===== config.mk =====
export PLATFORM = sky130hd
export DESIGN_NAME = watchdog_reset_init
export DESIGN_NICKNAME = d
export VERILOG_FILES = /design/src/hw/watchdog_reset_init.v
export VERILOG_INCLUDE_DIRS = /design/src /design/src/inc
export SDC_FILE = /design/constraint.sdc
export NUM_CORES = 1
export LEC_CHECK = 0
export ABC_AREA = 1
export BUFFER_PORTS_ARGS = -buffer_cell sky130_fd_sc_hd__buf_2
export CAP_MARGIN = 20
export CORE_MARGIN = 5
export CORE_UTILIZATION = 50
export CTS_BUF_LIST = sky130_fd_sc_hd__clkbuf_4 sky130_fd_sc_hd__clkbuf_8
export CTS_CLUSTER_DIAMETER = 100
export DETAILED_ROUTE_END_ITERATION = 10
export GPL_ROUTABILITY_DRIVEN = 0
export PLACE_DENSITY = 0.69
export SETUP_SLACK_MARGIN = 0.05
export SYNTH_ARGS = -nofsm -noshare
export SYNTH_HDL_FRONTEND = slang
export SYNTH_SLANG_ARGS = --single-unit

===== constraint.sdc =====
create_clock -name core_clk -period 2.5 [get_ports core_clk]
set_input_delay 0.5 -clock core_clk [delete_from_list [all_inputs] [get_ports core_clk]]
set_output_delay 0.5 -clock core_clk [all_outputs]
set_load 0.01 [all_outputs]

===== src/inc/watchdog_regs.vh =====
// watchdog register offset, field positions, reset values and timing counts
// assumes a byte-wide register port on the core data space
`ifndef WATCHDOG_REGS_VH
`define WATCHDOG_REGS_VH
`define WDOG_ADDR 8'h0D8
`define WDOG_RESET_VAL 8'h0FE
`define WDOG_BIT_ACT 0
`define WDOG_BIT_TRIG 1
`define WDOG_STAT_ADDR 8'h0DF
`define RESET_VECTOR 12'h0FFE
`define TICK_CYCLES 12'd3072
`define TICK_MAX 12'd3071
`define MIN_INSTR 6'd28
`define STAB_CYCLES 12'd4095
`endif


===== src/hw/watchdog_reset_init.v =====
// digital watchdog with reset generation and core initialisation hooks
// assumes the core reports instruction retirement, stop/wait requests and return-from-interrupt
`timescale 1ns/1ps
`include "watchdog_regs.vh"
module watchdog_reset_init #(
    parameter STAB_LEN = `STAB_CYCLES
) (
    input wire core_clk,
    input wire sys_rst,
    input wire [7:0] reg_addr,
    input wire [7:0] reg_wdata,
    input wire reg_wr,
    input wire reg_rd,
    output reg [7:0] reg_rdata,
    input wire opt_hw_activation,
    input wire opt_ext_stop_ctrl,
    input wire nmi_pin,
    input wire ext_reset_n_in,
    output reg ext_reset_n_out,
    output reg ext_reset_n_oe,
    input wire instr_retired,
    input wire stop_request,
    input wire wait_request,
    input wire return_from_interrupt_instr_executed,
    input wire irq_pending,
    input wire nmi_request,
    input wire global_interrupt_enable,
    output reg core_reset,
    output reg stack_clear,
    output reg [11:0] pc_load_value,
    output reg nmi_mode,
    output reg service_irq,
    output reg core_wait,
    output reg core_stop,
    output reg service_nmi
);
    // state of the low-power / reset sequencer, one-hot
    localparam ST_RESET = 4'b0001;
    localparam ST_RUN = 4'b0010;
    localparam ST_WAIT = 4'b0100;
    localparam ST_STOP = 4'b1000;

    // limitation: the pin is driven low throughout the reset state, so a pin reset
    // during the stabilisation wait is masked by our own drive and does not restart the wait
    reg [3:0] state;
    reg [3:0] next_state;
    reg [6:0] count;          // physical downcounter, bit 6 is the trigger
    reg active;
    reg opt_hw;
    reg opt_stop;
    reg [11:0] prescale;
    reg [11:0] stab_count;
    reg [5:0] instr_count;
    reg wd_reset;
    reg [2:0] nmi_sync;
    reg [2:0] rst_sync;
    reg nmi_level;
    reg pin_reset;
    reg opts_taken;
    wire [7:0] reg_view;
    wire rd_ctrl;
    wire rd_stat;
    wire [7:0] next_count_wr;
    wire frozen;
    wire tick;
    wire wr_hit;
    wire guard_ok;
    wire stop_is_wait;

    // register view with reversed period bits
    genvar i;
    generate
        for (i = 0; i < 6; i = i + 1) begin : g_rev
            // write and read paths mirror each other bit for bit
            assign next_count_wr[i] = reg_wdata[7 - i];
            assign reg_view[7 - i] = count[i];
        end
    endgenerate

    // trigger sits beside the activation bit, not in the period field
    assign next_count_wr[6] = reg_wdata[`WDOG_BIT_TRIG];
    // spare bit keeps the write image byte-wide; never loaded
    assign next_count_wr[7] = 1'b0;
    // trigger bit reads the physical counter msb directly
    assign reg_view[`WDOG_BIT_TRIG] = count[6];
    // hardware option forces the bit high whatever was written
    assign reg_view[`WDOG_BIT_ACT] = active | opt_hw;

    assign wr_hit = reg_wr && (reg_addr == `WDOG_ADDR);
    assign frozen = (state == ST_STOP);
    assign tick = (prescale == `TICK_MAX) && !frozen;
    assign guard_ok = (instr_count >= `MIN_INSTR);
    // hardware option or activation turns stops into waits unless pin high under stop control
    assign stop_is_wait = (opt_hw | active) && !(opt_stop && nmi_level);

    // nmi pin synchroniser: three stages, level accepted once the last two agree
    always @(posedge core_clk or posedge sys_rst) begin
        if (sys_rst) begin
            nmi_sync <= 3'b000;
            nmi_level <= 1'b0;
        end else begin
            nmi_sync <= {nmi_sync[1:0], nmi_pin};
            if (nmi_sync[2] == nmi_sync[1])
                nmi_level <= nmi_sync[2];
        end
    end

    // reset pin synchroniser; the pin also sees our own drive, so only
    // lows seen while we are not driving it count as an external request
    always @(posedge core_clk or posedge sys_rst) begin
        if (sys_rst) begin
            rst_sync <= 3'b111;
            pin_reset <= 1'b0;
        end else begin
            rst_sync <= {rst_sync[1:0], ext_reset_n_in};
            if (rst_sync[2] == rst_sync[1])
                pin_reset <= !rst_sync[2] && ext_reset_n_oe == 1'b0;
        end
    end

    // options captured once after reset release; static afterwards
    always @(posedge core_clk or posedge sys_rst) begin
        if (sys_rst) begin
            opts_taken <= 1'b0;
            opt_hw <= 1'b0;
            opt_stop <= 1'b0;
        end else if (!opts_taken) begin
            opts_taken <= 1'b1;
            opt_hw <= opt_hw_activation;
            opt_stop <= opt_ext_stop_ctrl;
        end
    end

    // prescaler: one tick per period, held in reset and while frozen in stop
    always @(posedge core_clk or posedge sys_rst) begin
        if (sys_rst)
            prescale <= 12'h000;
        else if (state == ST_RESET)
            prescale <= 12'h000;
        else if (tick)
            prescale <= 12'h000;
        else if (!frozen)
            prescale <= prescale + 12'd1;
    end

    // instruction guard: restarts on reset and on activation, saturates
    always @(posedge core_clk or posedge sys_rst) begin
        if (sys_rst)
            instr_count <= 6'h00;
        else if (state == ST_RESET)
            instr_count <= 6'h00;
        else if (wr_hit && reg_wdata[`WDOG_BIT_ACT] && !active)
            instr_count <= 6'h00;
        else if (instr_retired && !guard_ok)
            instr_count <= instr_count + 6'd1;
    end

    // activation: only a set is honoured, so it sticks until a device reset
    always @(posedge core_clk or posedge sys_rst) begin
        if (sys_rst)
            active <= 1'b0;
        else if (state == ST_RESET)
            active <= 1'b0;
        else if (wr_hit && reg_wdata[`WDOG_BIT_ACT])
            active <= 1'b1;
    end

    // downcounter and trigger; a write reloads and wins over a tick
    always @(posedge core_clk or posedge sys_rst) begin
        if (sys_rst) begin
            count <= 7'h7F;
            wd_reset <= 1'b0;
        end else if (state == ST_RESET) begin
            // a device reset returns the counter to its power-up value
            count <= 7'h7F;
            wd_reset <= 1'b0;
        end else begin
            if (wr_hit) begin
                count <= next_count_wr[6:0];
                if (!reg_wdata[`WDOG_BIT_TRIG])
                    wd_reset <= 1'b1;
            end else if (tick) begin
                count <= count - 7'd1;
                // trigger falls one to zero; only fires when enabled and guarded
                if (count[6] && count[5:0] == 6'h00 && (active | opt_hw) && guard_ok)
                    wd_reset <= 1'b1;
            end
        end
    end

    // next state of the reset / power-mode sequencer; reset sources win
    always @* begin
        next_state = state;
        case (state)
            ST_RESET: begin
                // same stabilisation wait for pin and watchdog sources
                if (!pin_reset && stab_count == STAB_LEN[11:0])
                    next_state = ST_RUN;
            end
            ST_RUN: begin
                if (wd_reset || pin_reset)
                    next_state = ST_RESET;
                else if (stop_request && !stop_is_wait)
                    next_state = ST_STOP;
                else if (stop_request || wait_request)
                    next_state = ST_WAIT;
            end
            ST_WAIT: begin
                // the counter keeps running here, so its reset still applies
                if (wd_reset || pin_reset)
                    next_state = ST_RESET;
                else if ((irq_pending || nmi_request) && global_interrupt_enable)
                    next_state = ST_RUN;
            end
            ST_STOP: begin
                // counter is frozen, so only the pin can reset from here
                if (pin_reset)
                    next_state = ST_RESET;
                else if ((irq_pending || nmi_request) && global_interrupt_enable)
                    next_state = ST_RUN;
            end
            default: next_state = ST_RESET;
        endcase
    end

    // sequencer state register
    always @(posedge core_clk or posedge sys_rst) begin
        if (sys_rst)
            state <= ST_RESET;
        else
            state <= next_state;
    end

    // stabilisation wait: counts only in reset; pin_reset would restart it, but our own drive masks the pin there
    always @(posedge core_clk or posedge sys_rst) begin
        if (sys_rst)
            stab_count <= 12'h000;
        else if (state != ST_RESET || pin_reset)
            stab_count <= 12'h000;
        else if (stab_count != STAB_LEN[11:0])
            stab_count <= stab_count + 12'd1;
    end

    // reset-facing outputs; the vector is constant but registered like the rest
    always @(posedge core_clk or posedge sys_rst) begin
        if (sys_rst) begin
            core_reset <= 1'b1;
            stack_clear <= 1'b1;
            pc_load_value <= `RESET_VECTOR;
        end else begin
            core_reset <= (state == ST_RESET);
            stack_clear <= (state == ST_RESET);
            pc_load_value <= `RESET_VECTOR;
        end
    end

    // interrupt mode: nmi mode from reset until the first return
    always @(posedge core_clk or posedge sys_rst) begin
        if (sys_rst) begin
            nmi_mode <= 1'b1;
            service_irq <= 1'b0;
            service_nmi <= 1'b0;
        end else begin
            if (state == ST_RESET)
                nmi_mode <= 1'b1;
            else if (return_from_interrupt_instr_executed)
                nmi_mode <= 1'b0;
            // on the return that ends nmi mode, a pending interrupt is taken before the next instruction
            service_irq <= return_from_interrupt_instr_executed && nmi_mode && irq_pending;
            // nmi is serviced whatever the global enable says
            service_nmi <= nmi_request && (state != ST_RESET);
        end
    end

    // power-mode outputs follow the sequencer one cycle late
    always @(posedge core_clk or posedge sys_rst) begin
        if (sys_rst) begin
            core_wait <= 1'b0;
            core_stop <= 1'b0;
        end else begin
            core_wait <= (state == ST_WAIT);
            core_stop <= (state == ST_STOP);
        end
    end

    // reset pin: open-drain low while any internal source holds reset
    always @(posedge core_clk or posedge sys_rst) begin
        if (sys_rst) begin
            ext_reset_n_out <= 1'b0;
            ext_reset_n_oe <= 1'b1;
        end else begin
            ext_reset_n_out <= 1'b0;
            ext_reset_n_oe <= (state == ST_RESET) || wd_reset;
        end
    end

    // read decode; unmapped addresses read as zero
    assign rd_ctrl = reg_rd && (reg_addr == `WDOG_ADDR);
    assign rd_stat = reg_rd && (reg_addr == `WDOG_STAT_ADDR);

    // register read port, data one cycle after the strobe
    always @(posedge core_clk or posedge sys_rst) begin
        if (sys_rst)
            reg_rdata <= 8'h00;
        else if (rd_ctrl)
            reg_rdata <= reg_view;
        else if (rd_stat)
            reg_rdata <= {4'h0, opt_stop, opt_hw, guard_ok, nmi_level};
        else
            reg_rdata <= 8'h00;
    end
endmodule // watchdog_reset_init


==> reports/qor.csv, run 1 <==
stage,metric,value,unit
run_status,status,finished clean,
sta,Sum Neg Setup Slack,0,ps
cts,Clock Tree Buf Depth,2,
pwr,peak supply drop,299.3,uV
cts,clk_lat worst skew,340,ps
cts,hold_buf cts,0,
sta,Slew @ Worst Pin,605.9,ps
cts,post-cts sizing count,0,
route,DR vias/cell,4.890,
finish,final net count,540,
pwr,share of total power in sequential cells,47.6,%
floorplan,Std-Cell Core Area,0.007214,sq mm
global_routing,GRT Overall Usage,17.71,%
worst_setup_path,CP bufs+invs,3,
sta,Max Fclk,614.2,MHz
worst_setup_path,CP arrival,1910,ps
yosys,synthesized area per cell,8.129,sq um
worst_setup_path,critical path cell sequence,nor2_2 -> nand3_2 -> buf_4 -> inv_1 -> nor2_1 -> nand2_1 -> o21ai_0 -> nand2_1 -> inv_1,
worst_setup_path,WP depth,9,
yosys,synth unique cells,34,
finish,"commonest non-fill, non-tap cell in the layout",nand2_1,
flow_run,Max-cap violations,0,
finish,fin area,0.004203,sq mm
worst_setup_path,r2r worst-path depth,9,
route,Initial DRT Pass Iterations,4,
floorplan,chip height,95.82,microns
pwr,Psw,0.6165,mW
pwr,PD cells,623.9,mW/mm^2
pwr,combinational power share,9.0,%
yosys,register area share after synthesis,47.37,%
pwr,Int Power,2.006,mW
route,WL/cell,11.99,microns
yosys,Post-synth ARST share,100.0,%
worst_setup_path,CP max stage cell,dfrtp_1,
worst_setup_path,Crit path largest cell delay,430,ps
yosys,post-synthesis instance area,0.003682,sq mm
worst_setup_path,Worst Setup End Kind,register,
yosys,"flops & latches, synth",69,
sta,final worst path period need,1628,ps
place,IO Port Bufs,46,
finish,Util after Layout,58.26,%
yosys,"EDFF count, synth",0,
cts,clock-pin slew on the worst setup and hold paths,70,ps
cts,number of setup buffers added after CTS,0,
route,DRC viols,0,
pwr,leakage power,2.248,nW
finish,ANT cells,0,
cts,CTS Buf Count,9,
finish,area grow syn2layout,14.14,%
sta,final worst slack,871.8,ps
sta,RSZ-0062 raised after global routing,no,
finish,Reg area,0.001744,sq mm
finish,number of fill cells,680,
finish,ratio of cells with drive above 1 in the final layout,20.47,%
global_routing,vias in the first global route,2868,
sta,Setup Viol. Count Final,0,
floorplan,Initial Util,51.04,%
cts,CTS tree,built,
sta,Final Max Slew Viols,0,
cts,CTS H-tree lvls,3,
route,routed wire length,7.278,mm
yosys,synth warn,0,
floorplan,Die Span X,95.82,microns
sta,Final period util,65.13,%
worst_setup_path,Crit Path Class,reg2reg,
finish,multi-input logic area,0.001579,sq mm
yosys,Post-synth top flop,dfrtp_1,
global_routing,first-pass GRT wire length,12.70,mm
route,via count,2968,
hold_path,Min-Delay Path Class,in2async,
worst_setup_path,critical-path maximum fanout,29,
global_routing,total grt overflow,0,
worst_setup_path,Worst Path Required,2790,ps
cts,root buf cell,clkbuf_8,
place,Detailed Place HPWL,5.249,mm
global_routing,initial antenna violation count,0,
sta,final hold vios,0,
route,DR iter-0 viols,118,
route,Detail Route Antenna Nets,0,
finish,most frequent cells in the layout,"nand2_1 (104), inv_1 (61), dfrtp_1 (55), nand3_1 (50), nor2_1 (48)",
global_routing,largest net degree at the start of global routing,43,
worst_setup_path,Startpoint Class,register,
sta,clk_skew,6.738,ps
floorplan,IO Pins,60,
yosys,Post-Synthesis Cells,453,
sta,max_slew headroom,59.55,%
floorplan,row cnt,31,
pwr,Clock Power Share,43.4,%
place,DP Worst Slack,755.7,ps
floorplan,Die ar.,0.009181,sq mm
pwr,switch share,23.51,%
cts,Clock Sinks,69,
place,placed instance area,0.003945,sq mm
worst_setup_path,Crit path max-delay family,buffers and inverters,
## power by group through the flow
stage | Sequential (mW) | Clock [mW] | Combinational (mW)
2_1_floorplan | 1.25 | 0 | 0.192
5_1_grt | 1.26 | 1.22 | 0.277
6_report | 1.25 | 1.14 | 0.236
4_1_cts | 1.25 | 1.17 | 0.240
3_5_place_dp | 1.27 | 0 | 0.238
3_3_place_gp | 1.27 | 0 | 0.230
## path summary, 6_finish.rpt
kind	start	endpoint	slack, ps
worst max-delay path	state[3]	instr_count[1]	870
worst min-delay path	sys_rst	stab_count[1]	220
worst max register to register	state[3]	instr_count[1]	870
worst min register to register	nmi_sync[0]	nmi_sync[1]	350
max in group asynchronous	sys_rst	state[0]	1590
min in group core_clk	ext_reset_n_in	rst_sync[0]	260
## sequential cells by signal, summed over array words and instances, names as in the netlist, 3 cells and up
signal,cells
count,7
instr_count,6
nmi_sync,3
prescale,12
reg_rdata,8
rst_sync,3
stab_count,12
state,4
## cell families (layout without fill, tap and decap cells)
family / Yosys count / in the layout / synth area share, %
compound gates: 34 / 34 / 4.961
flops: 69 / 69 / 47.37
simple gates: 245 / 245 / 31.26
fa+ha+maj: 7 / 7 / 2.311
mux: 1 / 1 / 0.3058
xor+xnor: 11 / 11 / 2.617
other cells: 2 / 14 / 0.2039
buf+inv: 84 / 127 / 10.97
## through the flow
| stage | power, mW | hold slack (ps) | std cells |
|---|---|---|---|
| final | 2.622 | 223.3 | 607 |
| after global routing | 2.757 | 231.7 | 607 |
| after CTS | 2.656 | 227.5 | 607 |
| after detailed placement | 1.507 | 339.5 | 591 |
| after global placement | 1.495 | 334.7 | 591 |
| after floorplan | 1.446 | 331.2 | 465 |
## Yosys cell counts, types with 2 or more instances
cell type | n | area [sq um]
a21o_1 | 2 | 15.01
a21oi_1 | 7 | 35.03
buf_2 | 2 | 10.01
buf_4 | 17 | 127.6
buf_6 | 3 | 33.78
conb_1 | 2 | 7.510
dfrtp_1 | 55 | 1376
dfstp_2 | 14 | 367.9
ha_1 | 6 | 75.07
inv_1 | 62 | 232.7
nand2_1 | 104 | 390.4
nand2_2 | 4 | 25.02
nand2_4 | 2 | 22.52
nand3_1 | 50 | 250.2
nand3_2 | 6 | 60.06
nand4_1 | 17 | 106.4
nor2_1 | 48 | 180.2
nor2_2 | 5 | 31.28
nor2_4 | 2 | 22.52
nor3_4 | 2 | 32.53
o21ai_0 | 18 | 90.09
o21ai_1 | 3 | 15.01
or2_2 | 2 | 12.51
xnor2_1 | 2 | 17.52
xor2_1 | 9 | 78.83
## layout make-up
cell class	count	share of cell area (%)
inverter	62	5.537
sequential	69	41.50
multi-input combinational	312	37.57
clock buffer	11	3.602
clock inverter	5	2.531
timing repair buffer	49	6.311
tap	99	2.947
## per-layer routing
layer  share of wire (%)  GRT usage, %  routed length [microns]
met5                   0             0                        0
met4                 2.4         8.886                      172
met3                 4.9         4.378                      357
met2                  47         28.20                     3391
met1                  46         22.41                     3356
(Power assumes the default switching activity.)
==> inputs of run 2 (changes only) <==
==> constraint.sdc (replaced) <==
create_clock -name core_clk -period 1.5 [get_ports core_clk]
set_input_delay 0.3 -clock core_clk [delete_from_list [all_inputs] [get_ports core_clk]]
set_output_delay 0.3 -clock core_clk [all_outputs]
set_load 0.01 [all_outputs]
==> reports/qor.csv, run 2 (synthesis results as in run 1) <==
stage,metric,value,unit
worst_setup_path,Crit Reg-Reg Endpoint,prescale[3],
cts,clock-pin slew on the worst setup and hold paths,80,ps
global_routing,first-pass GRT wire length,12.88,mm
route,DR vias/cell,4.835,
worst_setup_path,critical-path maximum fanout,9,
sta,final worst slack,41.11,ps
sta,Setup Viol. Count Final,0,
cts,clk_lat worst skew,350,ps
worst_setup_path,Crit Path Class,reg2reg,
worst_setup_path,Worst R2R Start,prescale[0],
flow_run,Max-cap violations,0,
floorplan,Die Span X,95.82,microns
finish,number of fill cells,653,
global_routing,vias in the first global route,2902,
pwr,PD cells,909.7,mW/mm^2
route,WL/cell,12.06,microns
pwr,leakage power,2.292,nW
cts,root buf cell,clkbuf_8,
finish,final net count,553,
global_routing,initial antenna violation count,0,
floorplan,Std-Cell Core Area,0.007214,sq mm
global_routing,GRT Overall Usage,18.09,%
finish,Regs by FF count,"prescale x12, stab_count x12, reg_rdata x8",
floorplan,chip height,95.82,microns
pwr,total power draw,3.953,mW
floorplan,row cnt,31,
route,Detail Route Antenna Nets,0,
finish,ratio of cells with drive above 1 in the final layout,25.91,%
floorplan,IO Pins,60,
finish,Util after Layout,60.23,%
floorplan,Initial Util,51.04,%
sta,hold_ws,35.76,ps
sta,final worst path period need,1459,ps
route,routed wire length,7.480,mm
cts,Clock Tree Buf Depth,2,
global_routing,total grt overflow,0,
place,Detailed Place HPWL,5.403,mm
worst_setup_path,Worst R2R Setup Slack,40,ps
hold_path,Min-Delay Path Class,in2async,
sta,clk_skew,9.672,ps
route,Initial DRT Pass Iterations,4,
worst_setup_path,Worst Setup End Kind,register,
finish,most frequent cells in the layout,"nand2_1 (102), inv_1 (60), dfrtp_1 (55), nand3_1 (46), buf_2 (46)",
global_routing,largest net degree at the start of global routing,70,
route,via count,2998,
route,DR iter-0 viols,138,
sta,Max Fclk,685.5,MHz
worst_setup_path,Worst Path Required,1740,ps
route,DRC viols,0,
sta,Final Max Slew Viols,0,
place,DP Worst Slack,73.30,ps
floorplan,Die ar.,0.009181,sq mm
sta,RSZ-0062 raised after global routing,yes,
sta,Sum Neg Setup Slack,0,ps
finish,ANT cells,0,
worst_setup_path,Startpoint Class,register,
cts,Clock Sinks,69,
sta,final hold vios,0,
run_status,status,finished clean,
worst_setup_path,CP arrival,1700,ps
sta,Final period util,97.26,%
place,IO Port Bufs,46,
finish,"commonest non-fill, non-tap cell in the layout",nand2_1,
cts,CTS tree,built,
worst_setup_path,r2r worst-path depth,8,
cts,CTS H-tree lvls,3,
cts,CTS Buf Count,9,
pwr,peak supply drop,551.3,uV
finish,area grow syn2layout,18.01,%
[run 2: per-stage QoR]
stage          instance area (sq um)  instances
2_1_floorplan                   3731        465
3_3_place_gp                    4024        601
3_5_place_dp                    4024        601
4_1_cts                         4200        617
5_1_grt                         4345        620
6_report                        4345        620
[run 2: power breakdown]
part	internal [mW]	switching [mW]	total (mW)
Combinational	0.224	0.280	0.504
Clock	0.601	0.752	1.35
Sequential	1.98	0.114	2.10
[run 2: how the worst max path moves through the flow]
stage / slack (ps) / start / depth (start not counted) / to
finish: 40 / prescale[0] / 8 / prescale[3]
global route: -60 / stab_count[1] / 9 / state[2]
CTS: 50 / stab_count[0] / 7 / stab_count[1]
detailed placement: 70 / count[0] / 8 / count[4]
global placement: 80 / count[0] / 8 / count[2]
floorplan: 170 / stab_count[0] / 8 / stab_count[6]
[run 2: final cells by class]
type | count | area [sq um] | area share (%)
sequential | 69 | 1744 | 40.14
multi-input combinational | 312 | 1697 | 39.04
clock buffer | 9 | 123.9 | 2.851
tap | 99 | 123.9 | 2.851
timing repair buffer | 62 | 370.4 | 8.523
inverter | 62 | 236.5 | 5.442
clock inverter | 7 | 50.05 | 1.152
[run 2: worst max-delay path: stages, from the launching register on]
cell	delay, ps
dfrtp_1	390
ha_2	200
nand3_2	110
nor2_2	120
nand2_2	100
nor2_4	180
nand2_4	90
nand2_8	100
nor2_1	50
[run 2: routing by layer]
metal	wire, microns	track usage (%)
met3	364	5.395
met5	0	0
met1	3326	23.17
met2	3700	28.95
met4	88	6.754
[run 2: what timing repair did]
item / CTS / global route
setup endpoints to repair: 1 / 32
gates resized for setup: 1 / 30
hold buffers: 0 / 0
setup buffers: 0 / 3
pin swaps: 0 / 9
